**config.mk**
```make
export PLATFORM = sky130hd
export DESIGN_NAME = cce_exec
export DESIGN_NICKNAME = d
export VERILOG_FILES = /design/src/include/cce_pkg.sv /design/src/verilog/cce_preclear.sv /design/src/verilog/cce_exec.sv
export SDC_FILE = /design/constraint.sdc
export NUM_CORES = 1
export LEC_CHECK = 0
export BUFFER_PORTS_ARGS = -buffer_cell sky130_fd_sc_hd__buf_2
export CORE_AREA = 10 10 80 82
export CTS_BUF_LIST = sky130_fd_sc_hd__clkbuf_16
export DETAILED_ROUTE_END_ITERATION = 10
export DIE_AREA = 0 0 90 92
export HOLD_SLACK_MARGIN = 0.02
export PLACE_DENSITY = 0.67
export RECOVER_POWER = 100
export SKIP_LAST_GASP = 1
export SYNTH_ARGS = -nofsm -noshare
export SYNTH_HDL_FRONTEND = slang
export SYNTH_HIERARCHICAL = 1
export SYNTH_SLANG_ARGS = --single-unit
```
**constraint.sdc**
```tcl
create_clock -name SYS_CLK_I -period 2.28 [get_ports SYS_CLK_I]
set_input_delay 0 -clock SYS_CLK_I [delete_from_list [all_inputs] [get_ports SYS_CLK_I]]
set_output_delay 0 -clock SYS_CLK_I [all_outputs]
set_load 0.01 [all_outputs]
```
**src/include/cce_pkg.sv**
```systemverilog
// Package for the call and clear instruction execution block
package cce_pkg;
    // ==========================================
    // Widths
    localparam int PC_W = 11;
    localparam int DADDR_W = 8;
    localparam int DATA_W = 8;
    localparam int BITSEL_W = 3;
    // ==========================================
    // Constants
    localparam logic [DATA_W-1:0] ZERO_BYTE = 8'h00;
    localparam logic [PC_W-1:0] PC_STEP = 11'h001;
    localparam logic [PC_W-1:0] PC_RESET = 11'h000;
    localparam logic [DADDR_W-1:0] DADDR_RESET = 8'h00;
    localparam logic [BITSEL_W-1:0] BITSEL_RESET = 3'h0;

    // ==========================================
    // Operations
    typedef enum logic [2:0]
    {
        OP_NONE = 3'h0,
        OP_CALL = 3'h1,
        OP_MEM_ZERO = 3'h2,
        OP_BIT_ZERO = 3'h3,
        OP_WD_CLEAR = 3'h4,
        OP_WD_PRE1 = 3'h5,
        OP_WD_PRE2 = 3'h6
    } cce_op_type;

    // Decoded instruction request
    typedef struct packed
    {
        cce_op_type op;
        logic [PC_W-1:0] target;
        logic [DADDR_W-1:0] addr;
        logic [BITSEL_W-1:0] bit_sel;
    } cce_req_type;

    // Data memory write port
    typedef struct packed
    {
        logic we;
        logic [DADDR_W-1:0] addr;
        logic [DATA_W-1:0] data;
    } cce_mem_type;

    // Pre-clear pairing tracker states
    typedef enum logic [2:0]
    {
        PRE_IDLE = 3'b001,
        PRE_FIRST = 3'b010,
        PRE_SECOND = 3'b100
    } cce_pre_type;
endpackage

```
**src/verilog/cce_preclear.sv**
```systemverilog
// Pairing tracker for the two watchdog pre-clear operations
`timescale 1ns/1ps
module cce_preclear
(
    // Clock and reset
    input wire logic clk_i,
    input wire logic nrst_i,
    // Operation strobes
    input wire logic pre1_i,
    input wire logic pre2_i,
    // Pair completed
    output logic fire_o
);
    cce_pkg::cce_pre_type state;

    // ==========================================
    // Tracker
    always_ff @(posedge clk_i or negedge nrst_i)
    begin
        if (!nrst_i)
        begin
            state <= cce_pkg::PRE_IDLE;
        end
        else if (pre1_i)
        begin
            state <= cce_pkg::PRE_FIRST;
        end
        else if (pre2_i)
        begin
            state <= cce_pkg::PRE_SECOND;
        end
    end

    // Fires only on the opposite op; a repeat does nothing
    assign fire_o = (pre1_i && state == cce_pkg::PRE_SECOND)
        || (pre2_i && state == cce_pkg::PRE_FIRST);
endmodule

```
**src/verilog/cce_exec.sv**
```systemverilog
// Execution of call, memory clear and watchdog clear operations
`timescale 1ns/1ps
// Functional notes
// - call pushes pc plus one, loads target
// - call takes two instruction cycles
// - memory clear writes zero byte, flags untouched
// - bit clear zeroes only selected bit
// - watchdog clear resets counter, timeout, powerdown
// - alternated pre-clear pair clears watchdog and flags
// - repeated first pre-clear has no effect
// - repeated second pre-clear has no effect
module cce_exec
(
    // Clock and reset
    input wire logic SYS_CLK_I,
    input wire logic NRST_I,
    // Decoded request and core state
    input wire logic REQ_VALID_I,
    input wire cce_pkg::cce_req_type REQ_I,
    input wire logic [cce_pkg::PC_W-1:0] PC_I,
    input wire logic [cce_pkg::DATA_W-1:0] MEM_RDATA_I,
    // Core control
    output logic BUSY_O,
    output logic DONE_O,
    output logic PC_LOAD_O,
    output logic [cce_pkg::PC_W-1:0] PC_O,
    output logic PUSH_O,
    output logic [cce_pkg::PC_W-1:0] PUSH_DATA_O,
    // Data memory
    output cce_pkg::cce_mem_type MEM_O,
    // Watchdog
    output logic WDT_CLEAR_O,
    output logic TIMEOUT_CLR_O,
    output logic POWERDOWN_CLR_O
);
    logic call_second;
    logic take;
    logic pre_fire;
    logic wd_clear;
    logic take_call;
    logic take_mem_zero;
    logic take_bit_zero;
    logic take_wd_clear;
    logic take_pre1;
    logic take_pre2;

    // ==========================================
    // Decoding
    function automatic logic op_taken(input logic taken, input cce_pkg::cce_req_type req,
        input cce_pkg::cce_op_type op);
        return taken && req.op == op;
    endfunction

    // Requests are ignored during the second call cycle
    assign take = REQ_VALID_I && !call_second;
    assign take_call = op_taken(take, REQ_I, cce_pkg::OP_CALL);
    assign take_mem_zero = op_taken(take, REQ_I, cce_pkg::OP_MEM_ZERO);
    assign take_bit_zero = op_taken(take, REQ_I, cce_pkg::OP_BIT_ZERO);
    assign take_wd_clear = op_taken(take, REQ_I, cce_pkg::OP_WD_CLEAR);
    assign take_pre1 = op_taken(take, REQ_I, cce_pkg::OP_WD_PRE1);
    assign take_pre2 = op_taken(take, REQ_I, cce_pkg::OP_WD_PRE2);

    // ==========================================
    // Pre-clear pairing
    cce_preclear u_pre
    (
        .clk_i(SYS_CLK_I),
        .nrst_i(NRST_I),
        .pre1_i(take_pre1),
        .pre2_i(take_pre2),
        .fire_o(pre_fire)
    );

    assign wd_clear = take_wd_clear || pre_fire;

    // ==========================================
    // Call sequencing
    always_ff @(posedge SYS_CLK_I or negedge NRST_I)
    begin
        if (!NRST_I)
        begin
            call_second <= 1'b0;
            BUSY_O <= 1'b0;
            DONE_O <= 1'b0;
            PC_LOAD_O <= 1'b0;
            PC_O <= cce_pkg::PC_RESET;
            PUSH_O <= 1'b0;
            PUSH_DATA_O <= cce_pkg::PC_RESET;
        end
        else
        begin
            // Push lands in first cycle, branch in second
            call_second <= take_call;
            BUSY_O <= take_call;
            DONE_O <= call_second || (take && REQ_I.op != cce_pkg::OP_CALL && REQ_I.op != cce_pkg::OP_NONE);
            PUSH_O <= take_call;
            PC_LOAD_O <= call_second;
            if (take_call)
            begin
                PUSH_DATA_O <= PC_I + cce_pkg::PC_STEP;
                PC_O <= REQ_I.target;
            end
        end
    end

    // ==========================================
    // Data memory writes
    always_ff @(posedge SYS_CLK_I or negedge NRST_I)
    begin
        if (!NRST_I)
        begin
            MEM_O <= '{we: 1'b0, addr: cce_pkg::DADDR_RESET, data: cce_pkg::ZERO_BYTE};
        end
        else
        begin
            MEM_O.we <= take_mem_zero || take_bit_zero;
            MEM_O.addr <= REQ_I.addr;
            if (REQ_I.op == cce_pkg::OP_BIT_ZERO)
            begin
                // Read-modify-write keeps the other seven bits
                MEM_O.data <= MEM_RDATA_I & ~(cce_pkg::DATA_W'(1) << REQ_I.bit_sel);
            end
            else
            begin
                MEM_O.data <= cce_pkg::ZERO_BYTE;
            end
        end
    end

    // ==========================================
    // Watchdog clears; no status flag besides these two is touched
    always_ff @(posedge SYS_CLK_I or negedge NRST_I)
    begin
        if (!NRST_I)
        begin
            WDT_CLEAR_O <= 1'b0;
            TIMEOUT_CLR_O <= 1'b0;
            POWERDOWN_CLR_O <= 1'b0;
        end
        else
        begin
            WDT_CLEAR_O <= wd_clear;
            TIMEOUT_CLR_O <= wd_clear;
            POWERDOWN_CLR_O <= wd_clear;
        end
    end
endmodule

```
==> reports/results.ini <==
[global_route]
gr-total-overflow=0
grt_util_all_layers_pct=12.9
antenna_found_initial=0
first_global_vias=1714
grt_max_degree=47
grt_pass1_wl_um=8750

[timing]
max_slew_margin_pct=28.0
setup_viol=0
fmax_ghz=0.521
rsz0062_at_grt=no
period_share_pct=84.2
hold_ws_ns=0.0246
fin_crit_ns=1.92
hold_violations=0
maxSlewViolCount=0
fin_worst_skew_ns=0.00735
tightestPinTransition_ns=1.08
fin_setup_tns_ns=0

[route]
via_count=1605
ant_nets=0
viasPerCell=4.72
drtIter0Drc=27
drt-total-wl_um=5410
drc=0
firstDrtPassIters=4
post_drt_wl_per_cell_um=15.9

[synthesis]
syn_area_sq_um=1890
yosysWarnings=6
synth-seq-area-share_pct=60.8
yosysUniqueCellTypes=35
avgSynthCellArea_sq_um=13.4
syn_nets=189
ys_ff_latch=46
synthCells=141

[setup_path]
reg2reg_depth=4
path_buf_inv=3
path_delay_family=buffers and inverters
path_class=input port to flip-flop
rrSetupSlack_ns=0.37
worstPathCellList=dlygate4sd3_1, clkbuf_1, nor4bb_1, and2_1, clkbuf_2, mux2_1
cp_data_arrival_time_ns=2.08
startpoint_type=input port
r2r_end=PC_O[0]
rr_startpoint=call_second
critPathMaxFanout=9
endpoint_kind=flip-flop
cpMaxStageDelayCell=dlygate4sd3_1
cp_data_required_time_ns=2.44
slowest_delay_ns=0.54

[power]
p_leak_nw=1.27
power_density_nw_per_um2=780
peakVddDrop_v=0.000316

[floorplan]
fp.coreArea_sq_um=4910
die_h_um=92
rows=26
ios=93
die_w_um=90
start_util_pct=38.6
fp.dieArea_sq_um=8280

[outcome]
outcome=finished clean

[min_path]
hold_path_depth=3
hold_end=PUSH_DATA_O[5]
hold_class=input port to flip-flop
min-delay-start=PC_I[5]

[layout]
antenna_cells=0
final_common_cell=clkbuf_1
drive_above_1_share_pct=23.0
postLayoutCoreUtil_pct=57.0
nNetsFinal=317
final_cell_mix=49 x clkbuf_1, 45 x dfrtp_1, 44 x buf_2
synthToLayoutAreaGrowth_pct=47.9

[clocking]
cts_made_buffers=5
tritoncts=yes
cts_root_buffer=clkbuf_16
insertion_delay_ns=0.28
cts_setup_buffers=0
clk_pin_slew_ns=0.06
cts.sinks=46
cts_max_path_buffers=2
cts_max_level=2
holdBufCountCts=33
cts_resized=0

[placement]
dp_hpwl_um=3950
gp_congestion=0.761
io_buffers=92

[flow_run]
maxCapViolations=0

[worst max-delay path by stage]
stage,startpoint,endpoint,slack (ns),cells after the start
after floorplan,call_second,PUSH_DATA_O[1],0.60,6
after global placement,call_second,PC_O[2],0.50,4
after detailed placement,call_second,PC_O[5],0.43,4
after CTS,call_second,PC_O[2],0.43,4
after global routing,REQ_I[23],PC_O[7],0.16,6
final,REQ_I[23],PC_O[0],0.36,6
[worst reg2reg max path: stages, from the launching register on]
cell      delay, ns
dfrtp_1        0.43
nor4bb_1       0.34
and2_1         0.40
clkbuf_2       0.28
mux2_1         0.35
[cells in the mapped netlist (all sizes together)]
master  instances  area (sq um)
nand2b          1          6.26
ha              1          12.5
a31oi           6          37.5
nand2           3          11.3
mux2           14           195
buf             7          70.1
clkinv          1          3.75
mux2i           1          10.0
clkbuf          1          3.75
and3            3          18.8
or4             4          30.0
nor2b           2          12.5
a21oi           9          45.0
nand3b          2          15.0
o31ai           4          30.0
o21bai          1          7.51
nand3           3          15.0
dfstp           1          26.3
a21o            1          7.51
and2            2          12.5
nor4bb          1          10.0
inv             7          26.3
dfrtp          45          1130
o21ai           3          15.0
nor3b           1          7.51
or3             2          12.5
o311a           8          80.1
nand4           2          12.5
xnor2           3          26.3
nor2            2          7.51
[report_power, final]
| part | leakage [nW] | switching [W] | internal, W |
|---|---|---|---|
| Sequential | 0.562 | 0.0000620 | 0.000929 |
| Combinational | 0.629 | 0.000215 | 0.000191 |
| Clock | 0.0812 | 0.000277 | 0.000512 |
| Total | 1.27 | 0.000554 | 0.00163 |
[registers in the layout, indices dropped and copies added, names as in the netlist]
| register | cells |
|---|---|
| DONE_O | 1 |
| MEM_O | 17 |
| PC_LOAD_O | 1 |
| PC_O | 11 |
| PUSH_DATA_O | 11 |
| WDT_CLEAR_O | 1 |
| call_second | 1 |
| u_pre/state | 3 |
[per-stage QoR]
step	area (sq um)	setup slack, ns	cells	total power (W)
final	2800	0.361	340	0.00219
after global routing	2800	0.158	340	0.00230
after CTS	2900	0.426	340	0.00227
after detailed placement	2400	0.429	299	0.00142
after global placement	2400	0.499	299	0.00141
after floorplan	1890	0.602	141	0.00120
[layer usage]
layer  track usage [%]  share of wire (%)  vias to the layer above
met1              14.5                 41                      763
met2              22.2                 51                       61
met5                 0                  0                        -
met3              4.16                6.4                        7
li1                  -                  -                      774
met4              5.04                1.4                        0
[final cells by class]
type	count	area, sq um
timing repair buffer	129	749
clock inverter	3	41.3
fill	421	2110
tap	70	87.6
sequential	46	1150
multi-input combinational	79	616
inverter	8	30.0
clock buffer	5	125
[logic make-up after synthesis]
group                    share of synthesized area, %
flip-flops                                       60.8
buffers and inverters                            5.48
AO/OA/AOI/OAI                                    11.8
XOR/XNOR                                         1.39
multiplexers                                     10.8
AND/OR/NAND/NOR                                  9.05
adder cells (fa/ha/maj)                         0.660
Power figures use the tool's default switching activity.
